--- src/core/wasm_pkg.sv ---
// What this block does
// - auto-scale lowers 10/15 mA inputs to 2 mA
// - comparator inputs use the comparator level
// - ADC inputs pick threshold by input number
// - filter 00 reduces on next cycle
// - filter 01/10/11 needs 2/3/4 stable cycles
// - restore after same count once open
// - only 10/15 mA inputs, continuous mode only
// - side disable bit keeps current unchanged
// - thermal warning or shutdown raises interrupt
// - sample supply at each cycle end when enabled, none while a conversion is in flight
// - extra conversion, 10-bit result stored
// - span bit 0 selects 9 V range
// - span bit 1 selects 30 V range
// - first result after enable always interrupts
// - first status is baseline, then crossings only
// - comparison results readable as status bits
// - cross flag set while supply event pending
// - edge select rising, falling or both
// - edge select 0 blocks flag and pin, except on the first result after enable
// - pin mask gates pin, status still updates
// - supply measurement off after reset
// - reading event status clears it, releases pin
package wasm_pkg;
   localparam int          N_IN        = 24;
   localparam int          CW          = 10;
   // word indexes of the register map
   localparam logic [5:0]  IX_CTRL     = 6'h00;
   localparam logic [5:0]  IX_EVEN     = 6'h01;
   localparam logic [5:0]  IX_STAT     = 6'h02;
   localparam logic [5:0]  IX_MISC     = 6'h03;
   localparam logic [5:0]  IX_ANA      = 6'h04;
   localparam logic [5:0]  IX_HIMASK   = 6'h05;
   localparam logic [5:0]  IX_SRCMASK  = 6'h06;
   localparam logic [5:0]  IX_ADCMASK  = 6'h07;
   localparam logic [5:0]  IX_MAPLO    = 6'h08;
   localparam logic [5:0]  IX_MAPHI    = 6'h09;
   localparam logic [5:0]  IX_SCALED   = 6'h0A;
   localparam logic [1:0]  LVL_GRP     = 2'h1;
   // control word fields
   localparam int          F_SUP_ON    = 0;
   localparam int          F_SPAN      = 1;
   localparam int          F_DBC       = 2;
   localparam int          F_SRC_OFF   = 4;
   localparam int          F_SNK_OFF   = 5;
   localparam int          F_CONT      = 6;
   localparam logic [31:0] CTRL_MASK   = 32'h0000007F;
   // event enable fields
   localparam int          F_SEL_A     = 0;
   localparam int          F_SEL_B     = 2;
   localparam int          F_PMASK_A   = 4;
   localparam int          F_PMASK_B   = 5;
   localparam logic [31:0] EVEN_MASK   = 32'h0000003F;
   localparam logic [31:0] EVEN_RST    = 32'h00000030;
   localparam logic [31:0] IN_MASK     = 32'h00FFFFFF;
   localparam logic [31:0] MAPLO_MASK  = 32'h3FFFFFFF;
   localparam logic [31:0] MAPHI_MASK  = 32'h0000003F;
   // level table slots
   localparam logic [3:0]  LV_2B       = 4'h8;
   localparam logic [3:0]  LV_3C       = 4'h9;
   localparam logic [3:0]  LV_9        = 4'hA;
   localparam logic [3:0]  LV_CMP      = 4'hB;
   localparam logic [3:0]  LV_S0A      = 4'hC;
   localparam logic [3:0]  LV_S0B      = 4'hD;
   localparam logic [3:0]  LV_S1A      = 4'hE;
   localparam logic [3:0]  LV_S1B      = 4'hF;
   // input number ranges for ADC-mode thresholds
   localparam logic [4:0]  CH_MAP_END  = 5'h0C;
   localparam logic [4:0]  CH_2B_END   = 5'h12;
   localparam logic [4:0]  CH_3C_END   = 5'h17;
   // status bit positions
   localparam int          S_EV_A      = 0;
   localparam int          S_EV_B      = 1;
   localparam int          S_TW        = 2;
   localparam int          S_TSD       = 3;

   typedef struct packed {
      logic          valid;
      logic [4:0]    chan;
      logic [CW-1:0] code;
   } wasm_sample_t;

   typedef enum logic [0:0] {SUP_IDLE, SUP_CONV} wasm_sup_t;
endpackage

--- src/core/wasm_core.sv ---
`timescale 1ns/100ps
module wasm_core (
   // clock and reset
   input  wire logic                   sys_clk_i,
   input  wire logic                   srst_i,
   // avalon-mm slave
   input  wire logic [7:0]             avs_address_i,
   input  wire logic                   avs_read_i,
   input  wire logic                   avs_write_i,
   input  wire logic [31:0]            avs_writedata_i,
   input  wire logic [3:0]             avs_byteenable_i,
   output logic      [31:0]            avs_readdata_o,
   output logic                        avs_waitrequest_o,
   // detection engine
   input  wire wasm_pkg::wasm_sample_t sample_i,
   input  wire logic                   cycle_end_i,
   output logic                        supply_conv_req_o,
   output logic                        supply_span_sel_o,
   input  wire logic                   supply_valid_i,
   input  wire logic [9:0]             supply_code_i,
   output logic      [23:0]            scaled_o,
   // thermal pins
   input  wire logic                   thermal_warning_i,
   input  wire logic                   thermal_shutdown_i,
   // host signalling
   output logic                        int_n_o,
   output logic                        supply_cross_flag_o
);
   function automatic logic [31:0] merge(input logic [31:0] o,
                                         input logic [31:0] w,
                                         input logic [3:0]  be,
                                         input logic [31:0] m);
      logic [31:0] r;
      r = o;
      for (int b = 0; b < 4; b++) begin
         if (be[b]) begin
            r[b*8 +: 8] = w[b*8 +: 8];
         end
      end
      return r & m;
   endfunction

   // hysteresis: at or above upper sets, below lower clears
   function automatic logic next_sup(input logic [9:0] code,
                                     input logic [9:0] lo,
                                     input logic [9:0] hi,
                                     input logic       old);
      if (code >= hi) begin
         return 1'b1;
      end else if (code < lo) begin
         return 1'b0;
      end
      return old;
   endfunction

   function automatic logic edge_hit(input logic [1:0] sel,
                                     input logic       old,
                                     input logic       nxt);
      return (sel[0] & ~old & nxt) | (sel[1] & old & ~nxt);
   endfunction

   logic [31:0]          ctrl;
   logic [31:0]          even;
   logic [31:0]          hi_mask;
   logic [31:0]          src_mask;
   logic [31:0]          adc_mask;
   logic [31:0]          map_lo;
   logic [31:0]          map_hi;
   logic [9:0]           lvl [16];
   logic [3:0]           int_stat;
   logic [9:0]           ana_result;
   logic                 sup_a;
   logic                 sup_b;
   logic                 baseline;
   logic                 en_prev;
   wasm_pkg::wasm_sup_t  sup_st;
   logic                 ack;
   logic [1:0]           tw_sync;
   logic [1:0]           tsd_sync;
   logic                 tw_prev;
   logic                 tsd_prev;
   logic [2:0]           cnt [24];
   logic [23:0]          elig;

   // bus decode
   wire        req    = avs_read_i | avs_write_i;
   wire [5:0]  idx    = avs_address_i[7:2];
   wire        wr_go  = ack & avs_write_i;
   wire        lvl_hit = idx[5:4] == wasm_pkg::LVL_GRP;
   wire [3:0]  lvl_ix = idx[3:0];
   wire [31:0] lvl_new = merge({22'h000000, lvl[lvl_ix]}, avs_writedata_i,
                               avs_byteenable_i, 32'h000003FF);
   wire        rd_stat = ack & avs_read_i & idx == wasm_pkg::IX_STAT;
   assign avs_waitrequest_o = req & ~ack;

   logic [31:0] rd_mux;
   always_comb begin
      rd_mux = 32'h00000000;
      if (lvl_hit) begin
         rd_mux = {22'h000000, lvl[lvl_ix]};
      end else begin
         case (idx)
            wasm_pkg::IX_CTRL:    rd_mux = ctrl;
            wasm_pkg::IX_EVEN:    rd_mux = even;
            wasm_pkg::IX_STAT:    rd_mux = {28'h0000000, int_stat};
            wasm_pkg::IX_MISC:    rd_mux = {30'h00000000, sup_b, sup_a};
            wasm_pkg::IX_ANA:     rd_mux = {22'h000000, ana_result};
            wasm_pkg::IX_HIMASK:  rd_mux = hi_mask;
            wasm_pkg::IX_SRCMASK: rd_mux = src_mask;
            wasm_pkg::IX_ADCMASK: rd_mux = adc_mask;
            wasm_pkg::IX_MAPLO:   rd_mux = map_lo;
            wasm_pkg::IX_MAPHI:   rd_mux = map_hi;
            wasm_pkg::IX_SCALED:  rd_mux = {8'h00, scaled_o};
            default:              rd_mux = 32'h00000000;
         endcase
      end
   end

   // control fields
   wire       sup_on  = ctrl[wasm_pkg::F_SUP_ON];
   wire [1:0] dbc     = ctrl[wasm_pkg::F_DBC +: 2];
   wire       src_off = ctrl[wasm_pkg::F_SRC_OFF];
   wire       snk_off = ctrl[wasm_pkg::F_SNK_OFF];
   wire       cont    = ctrl[wasm_pkg::F_CONT];
   wire [1:0] sel_a   = even[wasm_pkg::F_SEL_A +: 2];
   wire [1:0] sel_b   = even[wasm_pkg::F_SEL_B +: 2];
   wire       pmask_a = even[wasm_pkg::F_PMASK_A];
   wire       pmask_b = even[wasm_pkg::F_PMASK_B];
   assign supply_span_sel_o = ctrl[wasm_pkg::F_SPAN];

   always_ff @(posedge sys_clk_i) begin
      if (srst_i) begin
         ack            <= 1'b0;
         avs_readdata_o <= 32'h00000000;
         ctrl           <= 32'h00000000;
         even           <= wasm_pkg::EVEN_RST;
         hi_mask        <= 32'h00000000;
         src_mask       <= 32'h00000000;
         adc_mask       <= 32'h00000000;
         map_lo         <= 32'h00000000;
         map_hi         <= 32'h00000000;
         for (int i = 0; i < 16; i++) begin
            lvl[i] <= 10'h000;
         end
      end else begin
         ack <= req & ~ack;
         if (avs_read_i & ~ack) begin
            avs_readdata_o <= rd_mux;
         end
         if (wr_go & lvl_hit) begin
            lvl[lvl_ix] <= lvl_new[9:0];
         end
         if (wr_go) begin
            case (idx)
               wasm_pkg::IX_CTRL:    ctrl <= merge(ctrl, avs_writedata_i,
                  avs_byteenable_i, wasm_pkg::CTRL_MASK);
               wasm_pkg::IX_EVEN:    even <= merge(even, avs_writedata_i,
                  avs_byteenable_i, wasm_pkg::EVEN_MASK);
               wasm_pkg::IX_HIMASK:  hi_mask <= merge(hi_mask,
                  avs_writedata_i, avs_byteenable_i, wasm_pkg::IN_MASK);
               wasm_pkg::IX_SRCMASK: src_mask <= merge(src_mask,
                  avs_writedata_i, avs_byteenable_i, wasm_pkg::IN_MASK);
               wasm_pkg::IX_ADCMASK: adc_mask <= merge(adc_mask,
                  avs_writedata_i, avs_byteenable_i, wasm_pkg::IN_MASK);
               wasm_pkg::IX_MAPLO:   map_lo <= merge(map_lo,
                  avs_writedata_i, avs_byteenable_i, wasm_pkg::MAPLO_MASK);
               wasm_pkg::IX_MAPHI:   map_hi <= merge(map_hi,
                  avs_writedata_i, avs_byteenable_i, wasm_pkg::MAPHI_MASK);
               default: ;
            endcase
         end
      end
   end

   // closure threshold for the sample's input
   wire [4:0]  ch      = sample_i.chan;
   wire [35:0] map_all = {map_hi[5:0], map_lo[29:0]};
   wire [2:0]  map_ix  = map_all[ch*3 +: 3];
   wire [9:0]  thr_adc = (ch < wasm_pkg::CH_MAP_END) ? lvl[{1'b0, map_ix}] :
                         (ch < wasm_pkg::CH_2B_END)  ? lvl[wasm_pkg::LV_2B] :
                         (ch < wasm_pkg::CH_3C_END)  ? lvl[wasm_pkg::LV_3C] :
                                                       lvl[wasm_pkg::LV_9];
   wire [9:0]  thr     = adc_mask[ch] ? thr_adc
                                      : lvl[wasm_pkg::LV_CMP];
   wire        closed  = sample_i.code >= thr;
   wire [2:0]  filt_n  = {1'b0, dbc} + 3'h1;

   always_comb begin
      for (int i = 0; i < wasm_pkg::N_IN; i++) begin
         elig[i] = hi_mask[i] & cont &
                   ~(src_mask[i] ? src_off : snk_off);
      end
   end

   always_ff @(posedge sys_clk_i) begin
      if (srst_i) begin
         scaled_o <= 24'h000000;
         for (int i = 0; i < wasm_pkg::N_IN; i++) begin
            cnt[i] <= 3'h0;
         end
      end else begin
         for (int i = 0; i < wasm_pkg::N_IN; i++) begin
            if (!elig[i]) begin
               scaled_o[i] <= 1'b0;
               cnt[i]      <= 3'h0;
            end else if (sample_i.valid && ch == i[4:0]) begin
               if (closed != scaled_o[i]) begin
                  // one counter per input
                  if (cnt[i] + 3'h1 >= filt_n) begin
                     scaled_o[i] <= closed;
                     cnt[i]      <= 3'h0;
                  end else begin
                     cnt[i] <= cnt[i] + 3'h1;
                  end
               end else begin
                  cnt[i] <= 3'h0;
               end
            end
         end
      end
   end

   // supply measurement
   wire sup_done = sup_st == wasm_pkg::SUP_CONV && supply_valid_i;
   wire sa_new   = next_sup(supply_code_i, lvl[wasm_pkg::LV_S0A],
                            lvl[wasm_pkg::LV_S0B], sup_a);
   wire sb_new   = next_sup(supply_code_i, lvl[wasm_pkg::LV_S1A],
                            lvl[wasm_pkg::LV_S1B], sup_b);
   wire ev_a     = sup_done & (baseline | edge_hit(sel_a, sup_a, sa_new));
   wire ev_b     = sup_done & (baseline | edge_hit(sel_b, sup_b, sb_new));
   wire tw_rise  = tw_sync[1] & ~tw_prev;
   wire tsd_rise = tsd_sync[1] & ~tsd_prev;
   wire [3:0] stat_set = {tsd_rise, tw_rise, ev_b, ev_a};
   // clear only what the host saw; a new event wins
   wire [3:0] stat_clr = rd_stat ? avs_readdata_o[3:0] : 4'h0;
   wire [3:0] next_stat = (int_stat & ~stat_clr) | stat_set;
   wire [3:0] pin_gate = {2'b11, pmask_b, pmask_a};

   assign int_n_o = ~|(int_stat & pin_gate);
   assign supply_cross_flag_o = |int_stat[1:0];

   always_ff @(posedge sys_clk_i) begin
      if (srst_i) begin
         sup_st            <= wasm_pkg::SUP_IDLE;
         supply_conv_req_o <= 1'b0;
         ana_result        <= 10'h000;
         sup_a             <= 1'b0;
         sup_b             <= 1'b0;
         baseline          <= 1'b0;
         en_prev           <= 1'b0;
         int_stat          <= 4'h0;
         tw_sync           <= 2'b00;
         tsd_sync          <= 2'b00;
         tw_prev           <= 1'b0;
         tsd_prev          <= 1'b0;
      end else begin
         tw_sync           <= {tw_sync[0], thermal_warning_i};
         tsd_sync          <= {tsd_sync[0], thermal_shutdown_i};
         tw_prev           <= tw_sync[1];
         tsd_prev          <= tsd_sync[1];
         en_prev           <= sup_on;
         int_stat          <= next_stat;
         supply_conv_req_o <= 1'b0;
         if (sup_on & ~en_prev) begin
            baseline <= 1'b1;
         end else if (sup_done) begin
            baseline <= 1'b0;
         end
         case (sup_st)
            wasm_pkg::SUP_IDLE: begin
               if (cycle_end_i & sup_on) begin
                  supply_conv_req_o <= 1'b1;
                  sup_st            <= wasm_pkg::SUP_CONV;
               end
            end
            wasm_pkg::SUP_CONV: begin
               if (supply_valid_i) begin
                  ana_result <= supply_code_i;
                  sup_a      <= sa_new;
                  sup_b      <= sb_new;
                  sup_st     <= wasm_pkg::SUP_IDLE;
               end
            end
            default: sup_st <= wasm_pkg::SUP_IDLE;
         endcase
      end
   end

   wire hit0 = sample_i.valid && elig[ch] && closed && !scaled_o[ch] &&
               dbc == 2'b00;
endmodule

--- config.mk ---
export PLATFORM = sky130hd
export DESIGN_NAME = wasm_core
export DESIGN_NICKNAME = d
export VERILOG_FILES = /design/src/core/wasm_pkg.sv /design/src/core/wasm_core.sv
export SDC_FILE = /design/constraint.sdc
export NUM_CORES = 1
export LEC_CHECK = 0
export ABC_AREA = 1
export BUFFER_PORTS_ARGS = -buffer_cell sky130_fd_sc_hd__buf_2
export CAP_MARGIN = 15
export CELL_PAD_IN_SITES_DETAIL_PLACEMENT = 0
export CELL_PAD_IN_SITES_GLOBAL_PLACEMENT = 2
export CORE_UTILIZATION = 35
export CTS_CLUSTER_SIZE = 8
export DETAILED_ROUTE_END_ITERATION = 10
export PLACE_DENSITY_LB_ADDON = 0.1
export SYNTH_ARGS = -nofsm -noshare
export SYNTH_HDL_FRONTEND = slang
export SYNTH_SLANG_ARGS = --single-unit
--- constraint.sdc ---
create_clock -name sys_clk_i -period 6.02 [get_ports sys_clk_i]
set_input_delay 0.903 -clock sys_clk_i [delete_from_list [all_inputs] [get_ports sys_clk_i]]
set_output_delay 0.903 -clock sys_clk_i [all_outputs]
set_load 0.02 [all_outputs]
* Yosys cells after proc, flatten, opt, wreduce, memory -nomap -nowiden
Memories as Yosys holds them, arrays and structs flattened.
Cells that the tools add are included.
** Word-level totals
- Register bits :: 204
- Latch bits :: 0
- Memory bits (writable) :: 232
- Bits in read-only memories :: 0
- Output and inout port bits :: 61
- Word-level logic and storage cells :: 1136
- Memories kept :: 2
** Cells by class
- Add/subtract/negate cells :: 25
- Multiply operators :: 1
- Div/mod/pow operators :: 0
- $lt $le $gt $ge :: 33
- Equality and inequality tests :: 58
- Shift operators :: 1
- Muxes and demuxes :: 634
- Bitwise logic cells :: 230
- Reductions and logical operators :: 98
** Memory list
- lvl :: depth 16, width 10, rd ports 10, clocked after Yosys merged registers in 0, write ports 16, RTL line wasm_core.sv:69 : logic [9:0] lvl [16];
- cnt :: depth 24, width 3, rd ports 24, clocked after Yosys merged registers in 0, write ports 24, RTL line wasm_core.sv:82 : logic [2:0] cnt [24];
** Operators with widths (number)
- $mux W1 :: 525
- $pmux W30 S11 :: 1
- $mux W3 :: 96
- $reduce_and A3 Y1 :: 40
- $or A1 B1 Y1 :: 101
- $add A3 B1 Y3 const B :: 24
- $ge A3 B3 Y1 :: 24
- $and A1 B1 Y1 :: 68
- $not A1 Y1 :: 57
- $reduce_or A2 Y1 :: 26
- $mux W10 :: 5
- $eq A5 B4 Y1 const B :: 8
- $eq A5 B5 Y1 const B :: 8
- $shiftx A36 B8 Y3 :: 1
- $mux W32 :: 1
- $ge A10 B10 Y1 :: 3
- $logic_and A1 B1 Y1 :: 25
- $eq A6 B3 Y1 const B :: 4
- $ne A1 B1 Y1 :: 24
- $eq A5 B3 Y1 const B :: 4
- $lt A10 B10 Y1 :: 2
- $eq A6 B4 Y1 const B :: 3
- $eq A6 B2 Y1 const B :: 2
- $eq A5 B2 Y1 const B :: 2
- 23 further kinds :: 26

* Longest topological paths before layout
- Depth in word-level cells :: 15
- Depth in mapped cells :: 30
- Gate-level depth less buffers :: 27

* Worst setup path after synthesis
No wires, ideal clock.
- Path type :: input-to-reg
- Start point :: input sample_i[10] (netlist bit)
- End point :: memory cnt[6][2] (netlist: cnt[0][20]), data pin
- Setup time :: 258 ps
- Arrival :: 3541 ps
- Slack :: 2221 ps
- Stages :: 26
- Path buffers :: 4
- Cells stage by stage :: buf_6 -> buf_6 -> nor2_4 -> inv_2 -> o22ai_1 -> o21ai_1 -> nand4_1 -> nand2_2 -> nand2_4 -> buf_2 -> nor2_1 -> nand2_1 -> nand2_1 -> ha_1 -> nand2_1 -> inv_1 -> nand3_1 -> or2_1 -> o21ai_0 -> nor2_1 -> nand2_1 -> inv_1 -> clkbuf_1 -> nand2_1 -> nand3_1 -> nor2_1
** RTL lines
- start: declaration :: RTL line wasm_core.sv:15 : input wire wasm_pkg::wasm_sample_t sample_i,
- end: declaration :: RTL line wasm_core.sv:82

==> results.md <==
- Slowest stage delay, CP: roughly 0.38 ns
- # nets final: between 3000 and 4000
- R2R Setup Slk: around 1.9 ns
- Largest net degree at the start of global routing: 74
- Worst hold endpoint: tw_sync[1]
- Inst Count DP: roughly 4000
- Ports: between 100 and 150
- DP Area: between 20000 and 30000 µm²
- Status: finished, final reports clean
- Seq/Total Area, Yosys: a little under half
- Syn Inst Count: 3060
- Total CTS buffers: 60
- Synthesis-to-finish area growth: 12.5%
- M3 GR Usage: under 10%
- CTS tree: yes
- Via density: 5.19
- DRC errors left: 0
- Commonest non-fill, non-tap cell in the layout: nand2_1
- CP Launch Type: primary input
- Post-route cell area: approximately 27000 µm²
- Clk_lat worst skew: approximately 0.63 ns
- Unique cell type count in the Yosys netlist: 49
- Vias in the first global route: roughly 21000
- HP Start: tw_sync[0]
- Final Power: approximately 7.0 mW
- Max_slew headroom: between 20% and 30%
- Area of the core: about 70000 µm²
- Routability cong.: roughly 0.9
- Initial antenna violation count: 1
- Synthesized area: about 24000 µm²
- Clock Skew: 0.0220 ns
- Vias: ~21000
- Synth Area per Inst: 7.98 µm²
- Clock Path Buffers: 3
- Reg2reg path depth: 22
- # hold bufs at CTS: 0
- Setup Viol. Count Final: 0
- GRT Residual Overflow: 0
- Prevailing post-synth register cell: edfxtp_1
- Slowest CP cell: nand2_1
- Final worst slack: approximately 1.3 ns
- Die Width: approximately 270 µm
- Met2 usage: 41.5%
- Post-placement worst setup slack: 0.669 ns
- Measured slew at the worst slew-check pin: between 1 and 1.5 ns
- Top-area cell type share of the netlist area: between 20% and 30%
- Setup crit end kind: flop
- ANT nets after route: 0
- Worst Setup Path Type: primary input to flop
- Total Routing Usage GR: roughly 25%
- Synth area leaders: edfxtp_1 29%, dfxtp_1 17%, nand2_1 8.2%
- PortBufs: 132
- Synth Register Bits: between 400 and 500
- Fin. max-slew vios: 0
- Async set or reset register ratio after synthesis: 0%
- H-Tree Depth: 2
- Max Fclk: 213 MHz
- P_leak: approximately 12 nW
- Final worst-path cycle share: between 70% and 80%
- Post-CTS Resized: 0
- Top cell by count, worst path: nand2_1
- Worst hold path class: flop to flop
- Die Height: 266 µm
- WL/cell: between 20 and 25 µm
- Row cnt: 96
- Peak fanout along the critical path: 42
- Worst R2R End: cnt[0][5]
- CTS root buffer: clkbuf_16
- Worst Hold Depth: 2
- Min cycle time layout: about 4.7 ns
- Final wirelength: between 80000 and 90000 µm
- RSZ-0062 raised after global routing: no
- PwrDens: 256 nW/µm²
- Final Hold Viols: 0
- DIE AREA: roughly 71000 µm²
- Finished Layout Cells: 4117
- Starting Density: 35.5%
- Reg2reg start: map_lo[23]
- Routing usage on met1: 33.8%
- CTS sink cnt: 434
- Post-CTS setup buffers: 0
- DRT iter0 DRCs: about 1500
- Warnings from Yosys: 0
- DP HPWL: 64600 µm
- Worst path cell trace: buf_2, nand2_4, inv_2, a22oi_1, nand2_1, nand2_1, nand3_1, nand2_1, inv_2, nand3_1, nand3_1, a21oi_1, ha_1, nand4_1, or2_1, o21ai_0, nor2_1, nand2_1, buf_12, inv_1, buf_12, nand2_1, nand3_1, nor2_1
- Req. time, crit path: between 6 and 7 ns
- Reg clk slew, reported paths: 0.05 ns
- Max IR drop VDD: ~0.00021 V
- Number of enable flip-flop cells after synthesis: approximately 230
- Total negative setup slack: 0 ns
- Max cap viols: 0
- Crit path DAT: just over 5 ns
- DRT Pass-1 Iters: 6
- Share of post-route cells with drive strength above 1: approximately 9.7%
- GR peak layer: met2
- First-pass GRT wire length: 133000 µm
- Synth area leader: edfxtp_1
- Commonest non-fill, non-tap cells in the layout: 536 x nand2_1, 439 x nor2_1, 361 x inv_1
routing by layer:
metal  vias to the layer above  part of all wire (%)
li1                      10500                     -
met3                       135                   5.3
met4                         2                   3.1
met5                         -                 0.012
met1                     10100                    45
met2                       630                    47
cells in the mapped netlist, types with 2 or more instances:
cell type	count
a22oi_2	4
clkbuf_1	62
o221ai_1	21
nand3_1	196
nand2_1	536
or2_2	21
dfxtp_1	202
o2111ai_1	5
a221oi_1	3
nor3_1	36
nor2_2	7
a22oi_1	18
o22ai_1	63
inv_2	22
nor2_4	3
buf_1	4
nand2_2	6
nor2_1	440
nand2_4	2
edfxtp_1	232
buf_2	41
xnor2_1	24
a2111oi_0	7
nor4_1	6
o21ai_1	6
o211ai_1	33
inv_1	363
buf_4	15
nand3b_1	9
buf_6	21
a211oi_1	21
a311oi_1	7
mux2i_4	5
o21a_1	2
nand4_1	12
ha_1	145
a21oi_1	210
o21ai_2	5
o21ai_0	235
cell type report:
cell class | instances | area, µm²
fill | 7113 | 41400
sequential | 434 | 11000
clock buffer | 100 | 1680
tap | 931 | 1160
multi-input combinational | 2097 | 11200
clock inverter | 2 | 17.5
timing repair buffer | 166 | 973
inverter | 386 | 1450
antenna | 1 | 2.50
cell families (layout without fill, tap and decap cells):
family / Yosys count / after routing / synth area share (%)
AOI/OAI and AO/OA: 643 / 643 / 15.2
xor gates and xnor gates: 24 / 24 / 0.861
adders and majority gates: 145 / 145 / 7.43
buffers and inverters: 530 / 654 / 9.24
DFF: 434 / 434 / 45.1
muxes: 5 / 5 / 0.461
other: 1 / 3 / 0.0154
and+or+nand+nor: 1278 / 1278 / 21.7
registers in the layout (all words and copies together) (netlist names), 2 cells and up:
name,count
lvl,160
cnt,72
avs_readdata_o,30
map_lo,30
adc_mask,24
hi_mask,24
scaled_o,24
src_mask,24
ana_result,10
ctrl,7
even,6
map_hi,6
int_stat,4
tsd_sync,2
tw_sync,2
critical path, delay by kind of cell:
| family | cells | cell delay [ns] |
|---|---|---|
| fa+ha+maj | 1 | 0.32 |
| compound gates | 3 | 0.41 |
| simple gates | 14 | 2.06 |
| buf+inv | 6 | 1.39 |
worst max path at each step:
| stage | from | end | slack (ns) | cells after the start |
|---|---|---|---|---|
| after floorplan | sample_i[10] | cnt[0][20] | 2.22 | 26 |
| after global placement | sample_i[10] | cnt[0][5] | 0.71 | 24 |
| after detailed placement | sample_i[10] | cnt[0][5] | 0.67 | 24 |
| after CTS | sample_i[10] | cnt[0][5] | 1.33 | 24 |
| after global routing | sample_i[10] | cnt[0][1] | 0.96 | 27 |
| final | sample_i[10] | cnt[0][5] | 1.33 | 24 |
report_power, final:
group,switching [mW],internal [mW],total [mW],leakage [nW]
sequential,0.0226,3.15,3.18,4.17
combinational,0.472,0.171,0.644,6.66
clock,1.34,1.87,3.21,0.813
per-stage QoR:
step	util (%)	hold slack, ns
4_1_cts	39.9	0.404
6_report	39.9	0.407
5_1_grt	39.9	0.420
3_3_place_gp	37.4	0.395
2_1_floorplan	-	0.388
3_5_place_dp	37.4	0.397
Note: power is estimated with default switching activity, not from simulation.
